[src/pkg/mbpwm_pkg.sv]
package mbpwm_pkg;

	// ----------------------------------------------------------------
	// sizes
	// ----------------------------------------------------------------
	localparam int unsigned MATCH_N = 7;
	localparam int unsigned CAP_MAX = 4;
	localparam int unsigned EXT_N = 4;
	localparam int unsigned ADDR_W = 8;

	// ----------------------------------------------------------------
	// register offsets (byte addresses)
	// ----------------------------------------------------------------
	localparam logic [7:0] OFF_CTRL = 8'h00;
	localparam logic [7:0] OFF_COUNT = 8'h04;
	localparam logic [7:0] OFF_PRESCALE = 8'h08;
	localparam logic [7:0] OFF_PRECOUNT = 8'h0C;
	localparam logic [7:0] OFF_MATCH_CTRL = 8'h10;
	localparam logic [7:0] OFF_COUNT_CTRL = 8'h14;
	localparam logic [7:0] OFF_CAP_CTRL = 8'h18;
	localparam logic [7:0] OFF_EXT_MATCH = 8'h1C;
	localparam logic [7:0] OFF_PWM_CTRL = 8'h20;
	localparam logic [7:0] OFF_RELEASE = 8'h24;
	localparam logic [7:0] OFF_FLAGS = 8'h28;
	localparam logic [7:0] OFF_MATCH_BASE = 8'h40;
	localparam logic [7:0] OFF_CAP_BASE = 8'h60;

	// ----------------------------------------------------------------
	// field positions
	// ----------------------------------------------------------------
	localparam int unsigned CTRL_RUN = 0;
	localparam int unsigned CTRL_CLR = 1;
	localparam int unsigned CTRL_PWM = 2;
	localparam int unsigned CTRL_FOLLOW = 3;
	localparam int unsigned MCR_INT = 0;
	localparam int unsigned MCR_RST = 1;
	localparam int unsigned MCR_STOP = 2;
	localparam int unsigned MCR_STRIDE = 3;
	localparam int unsigned CCR_RISE = 0;
	localparam int unsigned CCR_FALL = 1;
	localparam int unsigned CCR_INT = 2;
	localparam int unsigned CCR_STRIDE = 3;
	localparam int unsigned CNT_MODE_POS = 0;
	localparam int unsigned CNT_SEL_POS = 2;
	localparam int unsigned EMR_ACT_POS = 4;
	localparam int unsigned PWM_DBL_POS = 0;
	localparam int unsigned PWM_EN_POS = 8;
	localparam int unsigned FLAG_CAP_POS = 7;

	// ----------------------------------------------------------------
	// reset values
	// ----------------------------------------------------------------
	localparam logic [31:0] RST_WORD = 32'h0000_0000;

	// ----------------------------------------------------------------
	// types
	// ----------------------------------------------------------------
	typedef enum logic [1:0] {
		CNT_TIMER = 2'h0,
		CNT_RISE = 2'h1,
		CNT_FALL = 2'h2,
		CNT_BOTH = 2'h3
	} mbpwm_cnt_type;

	typedef enum logic [1:0] {
		EXT_KEEP = 2'h0,
		EXT_LOW = 2'h1,
		EXT_HIGH = 2'h2,
		EXT_TOGGLE = 2'h3
	} mbpwm_ext_type;

	typedef enum logic [0:0] {
		BUS_IDLE = 1'b0,
		BUS_ACK = 1'b1
	} mbpwm_bus_type;

	typedef struct packed {
		logic read;
		logic write;
		logic [ADDR_W-1:0] address;
		logic [3:0] byteenable;
		logic [31:0] writedata;
	} mbpwm_avreq_type;

	// byte-lane merge of a bus write into an old word
	function automatic logic [31:0] merge_bytes(input logic [31:0] old,
		input logic [31:0] wdat, input logic [3:0] be);
		logic [31:0] res;
		res = old;
		for (int b = 0; b < 4; b++) begin
			if (be[b]) begin
				res[8*b +: 8] = wdat[8*b +: 8];
			end
		end
		return res;
	endfunction : merge_bytes

endpackage : mbpwm_pkg

[src/hw/mbpwm_match_bank.sv]
`timescale 1ns/1ps
module mbpwm_match_bank (
	input wire logic mclk_i,
	input wire logic rst_i,
	input wire logic wr_i,
	input wire logic [2:0] idx_i,
	input wire logic [31:0] data_i,
	input wire logic [3:0] be_i,
	input wire logic rel_wr_i,
	input wire logic [mbpwm_pkg::MATCH_N-1:0] rel_i,
	input wire logic apply_i,
	input wire logic now_i,
	output logic [mbpwm_pkg::MATCH_N-1:0][31:0] shadow_o,
	output logic [mbpwm_pkg::MATCH_N-1:0][31:0] active_o,
	output logic [mbpwm_pkg::MATCH_N-1:0] pending_o
);
	import mbpwm_pkg::*;

	logic [MATCH_N-1:0] rel_clr;

	// ----------------------------------------------------------------
	// shadow, release and active copies
	// ----------------------------------------------------------------
	always_ff @(posedge mclk_i or posedge rst_i) begin
		if (rst_i) begin
			shadow_o <= '0;
		end else if (wr_i && int'(idx_i) < MATCH_N) begin
			shadow_o[idx_i] <= merge_bytes(shadow_o[idx_i], data_i, be_i);
		end
	end

	assign rel_clr = (apply_i && !now_i) ? pending_o : '0;

	// a new release wins over the clear of the same cycle
	always_ff @(posedge mclk_i or posedge rst_i) begin
		if (rst_i) begin
			pending_o <= '0;
		end else begin
			pending_o <= (pending_o & ~rel_clr) | (rel_wr_i ? rel_i : '0);
		end
	end

	always_ff @(posedge mclk_i or posedge rst_i) begin
		if (rst_i) begin
			active_o <= '0;
		end else begin
			for (int i = 0; i < MATCH_N; i++) begin
				if (now_i) begin
					active_o[i] <= shadow_o[i];
				end else if (apply_i && pending_o[i]) begin
					active_o[i] <= shadow_o[i];
				end
			end
		end
	end
endmodule : mbpwm_match_bank

[src/hw/mbpwm_top.sv]
// The address map and the Avalon-MM register port were chosen for this implementation.
`timescale 1ns/1ps
// Functional notes
// 32-bit counter advanced through a programmable 32-bit prescaler.
// prescaler hits its limit: count steps by one, prescaler restarts at zero.
// count peripheral clocks, or edges of a selected capture input.
// seven matches: six single-edge, three double-edge outputs, or a mix.
// each match may flag, and may keep counting, stop or reset.
// match zero sets the cycle length and clears the count.
// single-edge outputs rise at cycle start unless held constantly low.
// one extra match per single-edge output sets its falling edge.
// double-edge outputs use two matches: rising and falling edge.
// double-edge edges may sit anywhere inside the cycle.
// rise before fall gives positive pulse, fall first gives negative.
// period and width in any count, one shared repetition rate.
// new matches apply only once released, at the cycle start.
// without modulation mode the block is a plain match/capture timer.
// two instances run locked: primary leads, secondary follows its enable.
// capture input transition copies the count into its capture register.
// external match outputs go low, high, toggle or stay on match.
module mbpwm_top #(
	parameter int unsigned CAP_N = 4
) (
	input wire logic mclk_i,
	input wire logic rst_i,
	input wire mbpwm_pkg::mbpwm_avreq_type av_i,
	output logic [31:0] av_readdata_o,
	output logic av_waitrequest_o,
	input wire logic [CAP_N-1:0] cap_i,
	input wire logic sync_run_i,
	output logic sync_run_o,
	output logic [mbpwm_pkg::MATCH_N-2:0] pwm_o,
	output logic [mbpwm_pkg::EXT_N-1:0] ext_match_o,
	output logic attn_o
);
	import mbpwm_pkg::*;

	localparam int unsigned FLAG_W = FLAG_CAP_POS + CAP_MAX;

	if (CAP_N < 1 || CAP_N > CAP_MAX) begin : g_cap_check
		$error("CAP_N must lie between 1 and 4");
	end

	// ----------------------------------------------------------------
	// registers and internal signals
	// ----------------------------------------------------------------
	mbpwm_bus_type bus_state;
	logic [3:0] ctrl;
	logic [31:0] tc;
	logic [31:0] pr;
	logic [31:0] pc;
	logic [MATCH_N*MCR_STRIDE-1:0] mcr;
	logic [3:0] cnt_ctrl;
	logic [CAP_MAX*CCR_STRIDE-1:0] ccr;
	logic [7:0] ext_act;
	logic [14:0] pwmc;
	logic [FLAG_W-1:0] flags;
	logic [CAP_N-1:0][31:0] cap;
	logic [CAP_MAX-1:0] cap_in;
	logic [CAP_MAX-1:0] cap_prev;
	logic [MATCH_N-1:0][31:0] shadow;
	logic [MATCH_N-1:0][31:0] active;
	logic [MATCH_N-1:0] pending;
	logic [MATCH_N-1:0] mhit;
	logic [MATCH_N-2:0] pwm_set;
	logic [MATCH_N-2:0] pwm_clr;
	logic [MATCH_N-2:0] next_pwm;
	logic [CAP_MAX-1:0] capev;
	logic [FLAG_W-1:0] flag_set;
	logic [FLAG_W-1:0] next_flags;
	logic [31:0] rd_mux;
	logic wr_take;
	logic run;
	logic pwm_mode;
	logic cnt_edge;
	logic step;
	logic tick;
	logic rst_hit;
	logic stop_hit;

	function automatic logic wr_to(input logic [7:0] off);
		return wr_take && av_i.address == off;
	endfunction : wr_to

	function automatic logic [31:0] wdat(input logic [31:0] old);
		return merge_bytes(old, av_i.writedata, av_i.byteenable);
	endfunction : wdat

	// ----------------------------------------------------------------
	// bus slave: one wait cycle, answer in the next
	// ----------------------------------------------------------------
	assign wr_take = bus_state == BUS_ACK && av_i.write;

	always_comb begin
		rd_mux = RST_WORD;
		case (av_i.address)
			OFF_CTRL: rd_mux = 32'(ctrl);
			OFF_COUNT: rd_mux = tc;
			OFF_PRESCALE: rd_mux = pr;
			OFF_PRECOUNT: rd_mux = pc;
			OFF_MATCH_CTRL: rd_mux = 32'(mcr);
			OFF_COUNT_CTRL: rd_mux = 32'(cnt_ctrl);
			OFF_CAP_CTRL: rd_mux = 32'(ccr);
			OFF_EXT_MATCH: rd_mux = 32'({ext_act, ext_match_o});
			OFF_PWM_CTRL: rd_mux = 32'(pwmc);
			OFF_RELEASE: rd_mux = 32'(pending);
			OFF_FLAGS: rd_mux = 32'(flags);
			default: begin
				for (int i = 0; i < MATCH_N; i++) begin
					if (av_i.address == OFF_MATCH_BASE + 8'(4 * i)) begin
						rd_mux = shadow[i];
					end
				end
				for (int c = 0; c < CAP_N; c++) begin
					if (av_i.address == OFF_CAP_BASE + 8'(4 * c)) begin
						rd_mux = cap[c];
					end
				end
			end
		endcase
	end

	always_ff @(posedge mclk_i or posedge rst_i) begin
		if (rst_i) begin
			bus_state <= BUS_IDLE;
			av_waitrequest_o <= 1'b1;
			av_readdata_o <= RST_WORD;
		end else begin
			unique case (bus_state)
				BUS_IDLE: begin
					if (av_i.read || av_i.write) begin
						bus_state <= BUS_ACK;
						av_waitrequest_o <= 1'b0;
						av_readdata_o <= av_i.read ? rd_mux : RST_WORD;
					end
				end
				BUS_ACK: begin
					bus_state <= BUS_IDLE;
					av_waitrequest_o <= 1'b1;
				end
			endcase
		end
	end

	// ----------------------------------------------------------------
	// configuration registers
	// ----------------------------------------------------------------
	always_ff @(posedge mclk_i or posedge rst_i) begin
		if (rst_i) begin
			pr <= RST_WORD;
			mcr <= '0;
			cnt_ctrl <= '0;
			ccr <= '0;
			ext_act <= '0;
			pwmc <= '0;
		end else begin
			if (wr_to(OFF_PRESCALE)) pr <= wdat(pr);
			if (wr_to(OFF_MATCH_CTRL)) mcr <= 21'(wdat(32'(mcr)));
			if (wr_to(OFF_COUNT_CTRL)) cnt_ctrl <= 4'(wdat(32'(cnt_ctrl)));
			if (wr_to(OFF_CAP_CTRL)) ccr <= 12'(wdat(32'(ccr)));
			if (wr_to(OFF_EXT_MATCH)) begin
				ext_act <= 8'(wdat(32'(ext_act) << EMR_ACT_POS) >> EMR_ACT_POS);
			end
			if (wr_to(OFF_PWM_CTRL)) pwmc <= 15'(wdat(32'(pwmc)));
		end
	end

	// ----------------------------------------------------------------
	// run control and primary/secondary lock
	// ----------------------------------------------------------------
	// both ends count from the same registered enable
	assign pwm_mode = ctrl[CTRL_PWM];
	assign run = ctrl[CTRL_FOLLOW] ? sync_run_i : sync_run_o;

	always_ff @(posedge mclk_i or posedge rst_i) begin
		if (rst_i) begin
			ctrl <= '0;
			sync_run_o <= 1'b0;
		end else begin
			if (wr_to(OFF_CTRL)) begin
				ctrl <= 4'(wdat(32'(ctrl)));
			end else if (stop_hit) begin
				ctrl[CTRL_RUN] <= 1'b0;
			end
			sync_run_o <= stop_hit ? 1'b0 : ctrl[CTRL_RUN];
		end
	end

	// ----------------------------------------------------------------
	// count source, prescaler and main count
	// ----------------------------------------------------------------
	always_comb begin
		cap_in = '0;
		cap_in[CAP_N-1:0] = cap_i;
	end

	always_ff @(posedge mclk_i or posedge rst_i) begin
		if (rst_i) begin
			cap_prev <= '0;
		end else begin
			cap_prev <= cap_in;
		end
	end

	always_comb begin
		logic cin;
		logic cpv;
		cin = cap_in[cnt_ctrl[CNT_SEL_POS +: 2]];
		cpv = cap_prev[cnt_ctrl[CNT_SEL_POS +: 2]];
		unique case (mbpwm_cnt_type'(cnt_ctrl[CNT_MODE_POS +: 2]))
			CNT_TIMER: cnt_edge = 1'b1;
			CNT_RISE: cnt_edge = cin && !cpv;
			CNT_FALL: cnt_edge = !cin && cpv;
			CNT_BOTH: cnt_edge = cin != cpv;
		endcase
	end

	assign step = run && !ctrl[CTRL_CLR] && cnt_edge;
	assign tick = step && pc == pr;

	always_comb begin
		rst_hit = 1'b0;
		stop_hit = 1'b0;
		for (int i = 0; i < MATCH_N; i++) begin
			mhit[i] = tick && tc == active[i];
			rst_hit = rst_hit || (mhit[i] && mcr[MCR_STRIDE*i + MCR_RST]);
			stop_hit = stop_hit || (mhit[i] && mcr[MCR_STRIDE*i + MCR_STOP]);
		end
		rst_hit = rst_hit || (pwm_mode && mhit[0]);
	end

	always_ff @(posedge mclk_i or posedge rst_i) begin
		if (rst_i) begin
			pc <= RST_WORD;
		end else if (ctrl[CTRL_CLR]) begin
			pc <= RST_WORD;
		end else if (wr_to(OFF_PRECOUNT)) begin
			pc <= wdat(pc);
		end else if (step) begin
			pc <= tick ? RST_WORD : pc + 32'h0000_0001;
		end
	end

	always_ff @(posedge mclk_i or posedge rst_i) begin
		if (rst_i) begin
			tc <= RST_WORD;
		end else if (ctrl[CTRL_CLR]) begin
			tc <= RST_WORD;
		end else if (wr_to(OFF_COUNT)) begin
			tc <= wdat(tc);
		end else if (tick) begin
			tc <= rst_hit ? RST_WORD : tc + 32'h0000_0001;
		end
	end

	// ----------------------------------------------------------------
	// match values with release at cycle start
	// ----------------------------------------------------------------
	mbpwm_match_bank u_bank (
		.mclk_i(mclk_i),
		.rst_i(rst_i),
		.wr_i(wr_take && av_i.address[7:5] == OFF_MATCH_BASE[7:5]),
		.idx_i(av_i.address[4:2]),
		.data_i(av_i.writedata),
		.be_i(av_i.byteenable),
		.rel_wr_i(wr_to(OFF_RELEASE)),
		.rel_i(av_i.writedata[MATCH_N-1:0]),
		.apply_i(mhit[0]),
		.now_i(!pwm_mode),
		.shadow_o(shadow),
		.active_o(active),
		.pending_o(pending)
	);

	// ----------------------------------------------------------------
	// modulated outputs
	// ----------------------------------------------------------------
	// output n: single edge = set at cycle start, clear at match n;
	// double edge = set at match n-1, clear at match n, anywhere in cycle
	always_comb begin
		for (int n = 1; n < MATCH_N; n++) begin
			if (n > 1 && pwmc[PWM_DBL_POS + n]) begin
				pwm_set[n-1] = mhit[n-1];
			end else begin
				pwm_set[n-1] = mhit[0] && active[n] != RST_WORD;
			end
			pwm_clr[n-1] = mhit[n];
			if (!(pwm_mode && pwmc[PWM_EN_POS + n])) begin
				next_pwm[n-1] = 1'b0;
			end else if (pwm_clr[n-1]) begin
				next_pwm[n-1] = 1'b0;
			end else if (pwm_set[n-1]) begin
				next_pwm[n-1] = 1'b1;
			end else begin
				next_pwm[n-1] = pwm_o[n-1];
			end
		end
	end

	always_ff @(posedge mclk_i or posedge rst_i) begin
		if (rst_i) begin
			pwm_o <= '0;
		end else begin
			pwm_o <= next_pwm;
		end
	end

	// ----------------------------------------------------------------
	// external match outputs
	// ----------------------------------------------------------------
	always_ff @(posedge mclk_i or posedge rst_i) begin
		if (rst_i) begin
			ext_match_o <= '0;
		end else begin
			for (int i = 0; i < EXT_N; i++) begin
				if (wr_to(OFF_EXT_MATCH)) begin
					ext_match_o[i] <= av_i.writedata[i];
				end else if (mhit[i]) begin
					unique case (mbpwm_ext_type'(ext_act[2*i +: 2]))
						EXT_KEEP: ext_match_o[i] <= ext_match_o[i];
						EXT_LOW: ext_match_o[i] <= 1'b0;
						EXT_HIGH: ext_match_o[i] <= 1'b1;
						EXT_TOGGLE: ext_match_o[i] <= !ext_match_o[i];
					endcase
				end
			end
		end
	end

	// ----------------------------------------------------------------
	// capture channels
	// ----------------------------------------------------------------
	always_comb begin
		for (int c = 0; c < CAP_MAX; c++) begin
			capev[c] = c < CAP_N &&
				((cap_in[c] && !cap_prev[c] && ccr[CCR_STRIDE*c + CCR_RISE]) ||
				(!cap_in[c] && cap_prev[c] && ccr[CCR_STRIDE*c + CCR_FALL]));
		end
	end

	always_ff @(posedge mclk_i or posedge rst_i) begin
		if (rst_i) begin
			cap <= '0;
		end else begin
			for (int c = 0; c < CAP_N; c++) begin
				if (capev[c]) begin
					cap[c] <= tc;
				end
			end
		end
	end

	// ----------------------------------------------------------------
	// event flags, write one to clear, set wins
	// ----------------------------------------------------------------
	always_comb begin
		flag_set = '0;
		for (int i = 0; i < MATCH_N; i++) begin
			flag_set[i] = mhit[i] && mcr[MCR_STRIDE*i + MCR_INT];
		end
		for (int c = 0; c < CAP_MAX; c++) begin
			flag_set[FLAG_CAP_POS + c] = capev[c] && ccr[CCR_STRIDE*c + CCR_INT];
		end
		next_flags = flags;
		if (wr_to(OFF_FLAGS)) begin
			next_flags = flags & ~av_i.writedata[FLAG_W-1:0];
		end
		next_flags = next_flags | flag_set;
	end

	always_ff @(posedge mclk_i or posedge rst_i) begin
		if (rst_i) begin
			flags <= '0;
			attn_o <= 1'b0;
		end else begin
			flags <= next_flags;
			attn_o <= |next_flags;
		end
	end
endmodule : mbpwm_top

[config.mk]
export PLATFORM = sky130hd
export DESIGN_NAME = mbpwm_top
export DESIGN_NICKNAME = d
export VERILOG_FILES = /design/src/pkg/mbpwm_pkg.sv /design/src/hw/mbpwm_match_bank.sv /design/src/hw/mbpwm_top.sv
export SDC_FILE = /design/constraint.sdc
export NUM_CORES = 2
export LEC_CHECK = 0
export BUFFER_PORTS_ARGS = -buffer_cell sky130_fd_sc_hd__buf_4
export CORE_AREA = 2 2 377 379
export DETAILED_ROUTE_END_ITERATION = 10
export DIE_AREA = 0 0 379 381
export HOLD_SLACK_MARGIN = 0.03
export PLACE_DENSITY = 0.45
export SETUP_SLACK_MARGIN = 0.5
export SLEW_MARGIN = 20
export SYNTH_ARGS = -nofsm -noshare
export SYNTH_HDL_FRONTEND = slang
export SYNTH_HIERARCHICAL = 1
export SYNTH_SLANG_ARGS = --single-unit
[constraint.sdc]
create_clock -name mclk_i -period 25.6 [get_ports mclk_i]
set_input_delay 1.28 -clock mclk_i [delete_from_list [all_inputs] [get_ports mclk_i]]
set_output_delay 1.28 -clock mclk_i [all_outputs]
set_load 0.02 [all_outputs]
# ---- Yosys cells after proc, flatten, opt, wreduce, memory -nomap -nowiden
# Cells that the tools add are included.
dict set report totals {
  reg_bits 804
  out_inout_bits 45
  wordCells 417
}
dict set report op_classes {
  eq_ne 73
  n_lt_le_gt_ge 4
  reduce_logical 168
  n_addsub 2
  mux 103
  bitwise 7
}
# cell n
set ops {}
lappend ops {{32-bit 2-to-1 mux} 36}
lappend ops {{32-bit case mux with 11 select lines} 1}
lappend ops {{32-bit == test} 8}
lappend ops {{224-bit bitwise mux} 1}
lappend ops {{32-bit nonzero test} 6}
lappend ops {{32-bit binary-select mux with 3-bit select} 1}
lappend ops {{32-bit demux with 3-bit select} 1}
lappend ops {{8-bit 2-to-1 mux} 12}
lappend ops {{8-bit by 7-bit == test with 1-bit output (second input constant)} 11}
lappend ops {{1-bit logical AND} 88}
lappend ops {{32-bit by 1-bit adder with 32-bit output (second input constant)} 2}
lappend ops {{2-bit AND reduction} 28}
lappend ops {{3-bit inequality test (second input constant)} 14}
lappend ops {{1-bit 2-to-1 mux} 39}
lappend ops {{8-bit by 5-bit == test with 1-bit output (second input constant)} 4}
lappend ops {{8-bit by 6-bit == test with 1-bit output (second input constant)} 3}
lappend ops {{2-bit == test (second input constant)} 10}
lappend ops {{1-bit logical OR} 18}
lappend ops {{8-bit by 4-bit == test with 1-bit output (second input constant)} 2}
lappend ops {{1-bit logical NOT} 15}
lappend ops {{7-bit 2-to-1 mux} 2}
lappend ops {{2-bit by 1-bit inequality test with 1-bit output (second input constant)} 7}
lappend ops {{2-bit inequality test (second input constant)} 6}
lappend ops {{1-bit case mux with 3 select lines} 4}
lappend ops {{other kinds (24)} 38}

# ---- Logic depth before layout (Yosys ltp)
dict set report depth {
  word_depth 20
  ltp_mapped 13
}

# ---- By module
# The synthesis kept the hierarchy.
# mod cells_each area_per_inst_um2 n_inst
set modules_own_cells {}
lappend modules_own_cells {mbpwm_top 2318 22542.9 1}
lappend modules_own_cells {mbpwm_match_bank 1599 19341.0 1}

# ---- Worst setup path before layout
# OpenSTA, ideal clock, no wires.
dict set report synth_timing {
  kind {input to register}
  from {in cap_i[3]}
  to {reg u_bank/active_o[0] (netlist bit)}
  slack_ns 21.291
  arrival_ns 4.184
  cell_stages 11
  path_cell_list {mux4_2 > ha_1 > nand2_1 > o21ai_0 > a2111o_1 > nor3_1 > and2_1 > clkbuf_1 > a21oi_1 > clkbuf_1 > mux2_2}
}
dict set report synth_via {
  elab_chain_cells 10
  word_cells_on_any_way 12
  classes_between {eq/ne: 2; mux: 3; reduce/logical: 7}
}
# item line
set synth_rtl {}
lappend synth_rtl {{from (decl)} mbpwm_top.sv:29} ;# input wire logic [CAP_N-1:0] cap_i,
lappend synth_rtl {{1-bit binary-select mux with 2-bit select (*)} mbpwm_top.sv:208} ;# cin = cap_in[cnt_ctrl[CNT_SEL_POS +: 2]];
lappend synth_rtl {{1-bit 2-to-1 mux (not written as such) (*)} mbpwm_top.sv:208}
lappend synth_rtl {{1-bit logical NOT} mbpwm_top.sv:213} ;# CNT_FALL: cnt_edge = !cin && cpv;
lappend synth_rtl {{1-bit logical AND} mbpwm_top.sv:213}
lappend synth_rtl {{1-bit case mux with 4 select lines (*)} mbpwm_top.sv:210} ;# unique case (mbpwm_cnt_type'(cnt_ctrl[CNT_MODE_POS +: 2]))
lappend synth_rtl {{1-bit logical AND (*)} mbpwm_top.sv:218} ;# assign step = run && !ctrl[CTRL_CLR] && cnt_edge;
lappend synth_rtl {{1-bit logical AND (*)} mbpwm_top.sv:219} ;# assign tick = step && pc == pr;
lappend synth_rtl {{1-bit logical AND (*)} mbpwm_top.sv:225} ;# mhit[i] = tick && tc == active[i];
lappend synth_rtl {{net mhit[0]} mbpwm_top.sv:64} ;# logic [MATCH_N-1:0] mhit;
lappend synth_rtl {{1-bit logical AND (*)} mbpwm_match_bank.sv:50} ;# end else if (apply_i && pending_o[i]) begin
lappend synth_rtl {{2-bit by 1-bit inequality test with 1-bit output (no source line) (*)} -}
lappend synth_rtl {{to (signal, indexed assignment)} mbpwm_match_bank.sv:49} ;# active_o[i] <= shadow_o[i];
lappend synth_rtl {{to (signal, indexed assignment)} mbpwm_match_bank.sv:51} ;# active_o[i] <= shadow_o[i];
lappend synth_rtl {{to (decl)} mbpwm_match_bank.sv:14} ;# output logic [mbpwm_pkg::MATCH_N-1:0][31:0] active_o,
# Mark *: on every way through the listed nets, which the timed path passes. The rest lies on a longest branch. The select of a mux whose other input is x is not followed.
# A chain may end at the register's enable or synchronous reset.

# ---- Final worst setup path
dict set report layout_timing {
  from {in cap_i[3]}
  to {reg u_bank/active_o[160] (netlist bit)}
}
# Same word-level chain as after synthesis.

==> impl_summary.txt <==
----------------------------------------------------
[Critical path]
  Kind of start point of the critical path ... input port
  Critical Path, Cell by Cell ... buf_4 > mux4_2 > ha_1 > nand2_1 > o21ai_0 > a2111o_1 > nor3_1 > and2_1 > buf_4 > a21oi_4 > buf_4 > mux2_2
  Top cell by count, worst path ... buf_4
  Classification of the worst setup path ... input port to flip-flop
  Largest fanout on the critical path ... 43
  Data arrival, critical path ... 5.02 ns
  Number of cells on the worst reg-to-reg path ... 12
  Crit path buf inv count ... 3
  Worst-path cell with the longest stage delay ... nor3_1
  Type of destination of the critical path ... flip-flop
  Crit path depth ... 12
  Largest delay share family, worst path ... simple AND/OR/NAND/NOR gates
  Max stage delay on crit path ... 0.72 ns
  Worst path required time ... 26.16 ns

[Logic synthesis]
  Number of warning messages in the yosys log ... 6
  Cell count after synthesis ... 3917
  Number of nets produced by synthesis ... 3974
  Synthesized cell area ... 0.0419 mm2
  Fraction of the mapped netlist area in simple logic gates ... 12.8%
  Post-synthesis sequential area ratio ... 48.0%
  EDFF count, synth ... 0
  Share of async-settable or async-resettable flops after synthesis ... 100%
  Flop and latch count out of synthesis ... 804
  Most used flip-flop cell after synthesis ... dfrtp_1
  Share of the synthesized area in compound gates (AO/OA/AOI/OAI) ... 16.4%
  Combinational family with the most area after synthesis ... compound AO/OA/AOI/OAI gates
  Synth Area in XOR/XNOR ... 5.71%
  Multiplexer share of the synthesized area ... 12.9%
  Adder and majority cell fraction of the synthesized area ... 0.119%
  Syn_area_per_cell ... 10.7 um2
  Number of distinct library cells after synthesis ... 100

[Cells and area]
  Share of layout cells above drive strength 1 ... 23.0%
  Non-filler cells in the finished layout ... 5871
  Util after Layout ... 34.1%
  Final Instance Area ... 0.0480 mm2
  Filler Cell Count ... 14.3k
  Count of nets after finishing ... 3959
  Area overhead of the layout relative to synthesis ... 14.5%

[STA]
  Worst Skew ... 0.0341 ns
  RSZ-0062 raised after global routing ... no
  Min Tclk post-route ... 4.46 ns
  Total Negative Setup Slacks ... 0 ns
  Pins over their slew limit ... 0
  Slew at the pin closest to its max-slew limit ... 1.32 ns
  Worst rel slew slack ... 11.6%
  Highest clock rate ... 224 MHz
  Count of final setup violators ... 0
  Final count of hold timing violations ... 0
  Final worst-path cycle share ... 17.4%

[Global route]
  Remaining Overflow, GRT ... 0
  Antenna violations before repair ... 16
  Global-route wire length before repair ... 281000 um
  Via count of the first global-routing pass ... 33.2k
  Maximum number of pins on one net before global-route repair ... 154
  Overall Global Routing Usage ... 27.8%

[Pwr]
  Static leakage ... 21.0 nW
  Final Total Pwr ... 0.00336 W
  Largest voltage drop on the vdd net ... 0.0530 mV
  Areal power density over the cells ... 70.1 mW/mm2

[Clock tree]
  Setup fix buffers added after clock tree synthesis ... 0
  Bufs on Longest Clock Path ... 3
  Clock tree root buffer cell ... clkbuf_16
  # clock sinks ... 804
  Count of hold buffers inserted by post-cts repair ... 0
  Maximum level of the CTS H-tree ... 3
  Clock slew at the register clock pins of the worst setup and hold paths ... 0.06 ns
  Number of buffers inserted during clock tree synthesis ... 96
  Number of resized instances in the post-cts repair step ... 0
  Clock latency on the worst-skew pair ... 0.70 ns
  TritonCTS clock tree ... built

[Drt]
  DR vias/cell ... 5.90
  Post-route DRC ... 0
  Routed WL ... 204000 um
  First-iteration detailed-routing DRC count ... 4309
  Average wire per cell in the routed design ... 34.7 um
  Number of vias in the routed layout ... 34.7k
  Detailed Routing Iterations Pass 1 ... 7
  DRT antenna net count ... 0

[Place]
  Number of placed instances with taps included ... 5693
  Count of buffers inserted at the top-level ports ... 97
  Final GP Congestion ... 0.950
  Total half-perimeter wirelength after legalization and detailed placement ... 147000 um
  Instance area at placement ... 0.0446 mm2

[Floorplanning]
  Number of standard-cell rows in the floorplan ... 138
  Chip Height ... 381 um
  Initial core utilization ... 29.8%
  Number of I/O pins ... 98
  Area of the die ... 0.144 mm2
  Die width ... 379 um
  Area inside the core boundary ... 0.141 mm2

[Hold path]
  Hold Path Depth ... 2
  Worst Hold Class ... flip-flop to flip-flop

[Outcome]
  Status ... finished clean

[Flow run]
  Maxcap violations ... 0

----------------------------------------------------
-- synth_stat cells (all sizes together), types with 11 or more instances --
cell | n | area [um2]
nor4 | 108 | 703
nor2b | 11 | 68.8
inv | 46 | 173
a211oi | 22 | 175
nand3 | 84 | 430
a31oi | 75 | 469
xnor2 | 102 | 893
and2 | 22 | 138
clkbuf | 153 | 574
nor2 | 153 | 596
o211ai | 20 | 150
or2 | 11 | 68.8
buf | 171 | 953
o22ai | 25 | 250
o21ai | 269 | 1350
o31ai | 19 | 239
mux2i | 41 | 410
a32o | 11 | 110
nor4bb | 15 | 150
and3 | 35 | 219
o2bb2ai | 16 | 140
o32ai | 14 | 198
a21oi | 138 | 691
nand3b | 48 | 364
xor2 | 171 | 1500
a22oi | 76 | 571
a221o | 29 | 290
nand4 | 75 | 469
nand2b | 18 | 115
dfrtp | 803 | 20100
nand2 | 356 | 1340
a222oi | 39 | 390
mux2 | 437 | 4920
nor3 | 42 | 241
a22o | 80 | 701
a221oi | 52 | 462
-- area by class of cell --
type                       count  area, um2  share of cell area [%]
sequential                   804      20100                    42.0
tap                         1890       2360                    4.93
timing repair buffer         211       1620                    3.38
multi-input combinational   2742      20300                    42.3
antenna                        3       7.51                  0.0157
inverter                      47        191                   0.399
clock buffer                 141       2920                    6.08
clock inverter                33        432                   0.900
-- registers in the layout (all words and copies together), names as in the netlist, 4 cells and up --
signal / flops
mcr: 21
ext_act: 8
pc: 32
av_readdata_o: 32
cap_prev: 4
cap: 128
pwm_o: 6
u_bank/shadow_o: 224
ext_match_o: 4
flags: 11
ctrl: 4
u_bank/pending_o: 7
cnt_ctrl: 4
u_bank/active_o: 224
ccr: 12
pr: 32
tc: 32
pwmc: 15
-- path summary, 6_finish.rpt --
| path | startpoint | to | slack (ns) |
|---|---|---|---|
| hold / removal | av_readdata_o[5]$_DFFE_PP0P_ | av_readdata_o[5]$_DFFE_PP0P_ | 0.47 |
| min in group asynchronous | rst_i | u_bank/shadow_o[41]$_DFFE_PP0P_ | 0.73 |
| setup reg to reg | cnt_ctrl[2]$_DFFE_PP0P_ | u_bank/active_o[160]$_DFFE_PP0P_ | 21.31 |
| setup / recovery | cap_i[3] | u_bank/active_o[160]$_DFFE_PP0P_ | 21.14 |
| max in group asynchronous | rst_i | cap[22]$_DFFE_PP0N_ | 22.47 |
| hold reg to reg | av_readdata_o[5]$_DFFE_PP0P_ | av_readdata_o[5]$_DFFE_PP0P_ | 0.47 |
-- kinds of logic (layout without fill, tap and decap cells) --
logic type,after synthesis,count (layout)
simple gates,1028,1028
other cells,0,3
mux,481,481
compound gates,956,956
flops,804,804
buf+inv,371,432
fa+ha+maj,4,4
xor+xnor,273,273
-- worst min-delay path, delay by kind of cell (launching register included) --
family	cells	cell delay, ns
flip-flops	1	0.34
AND/OR/NAND/NOR	2	0.10
-- cells in the final DEF, fill, tap and decap left out, types with 44 or more instances in the layout --
master     netlist  layout
inv_1           46      44
xnor2_1        102     102
buf_4           19     208
mux2_2         437     437
nor4_1         105     103
nand4_1         75      75
nor2_1         150     146
nand3_1         82      80
a21oi_1        138     131
nand2_1        356     356
xor2_1         171     171
nand3b_1        47      47
a31oi_1         75      75
dfrtp_1        803     802
o21ai_0        159     158
a22oi_1         76      76
clkbuf_16        0     101
o21ai_1        110     107
a221oi_1        51      51
a22o_1          80      80
-- power by group --
| part | switching, W | internal (W) |
|---|---|---|
| registers | 0.000150 | 0.00137 |
| logic | 0.000224 | 0.000143 |
| clock network | 0.000592 | 0.000887 |
| total | 0.000965 | 0.00240 |
-- metal layers --
metal	vias to the layer above	wire length [um]	global-route usage, %
met5	-	36	0
met1	18200	89800	39.7
met3	301	15000	4.64
met4	6	7540	9.04
met2	1586	91300	42.4
li1	14600	-	-
-- stage by stage --
stage | setup WS, ns | hold WS [ns]
after floorplan | 11.64 | 0.469
after global placement | 20.56 | 0.460
after detailed placement | 20.50 | 0.466
after CTS | 21.20 | 0.479
after global routing | 21.06 | 0.509
final | 21.14 | 0.472
Note: power is estimated with default switching activity, not from simulation.
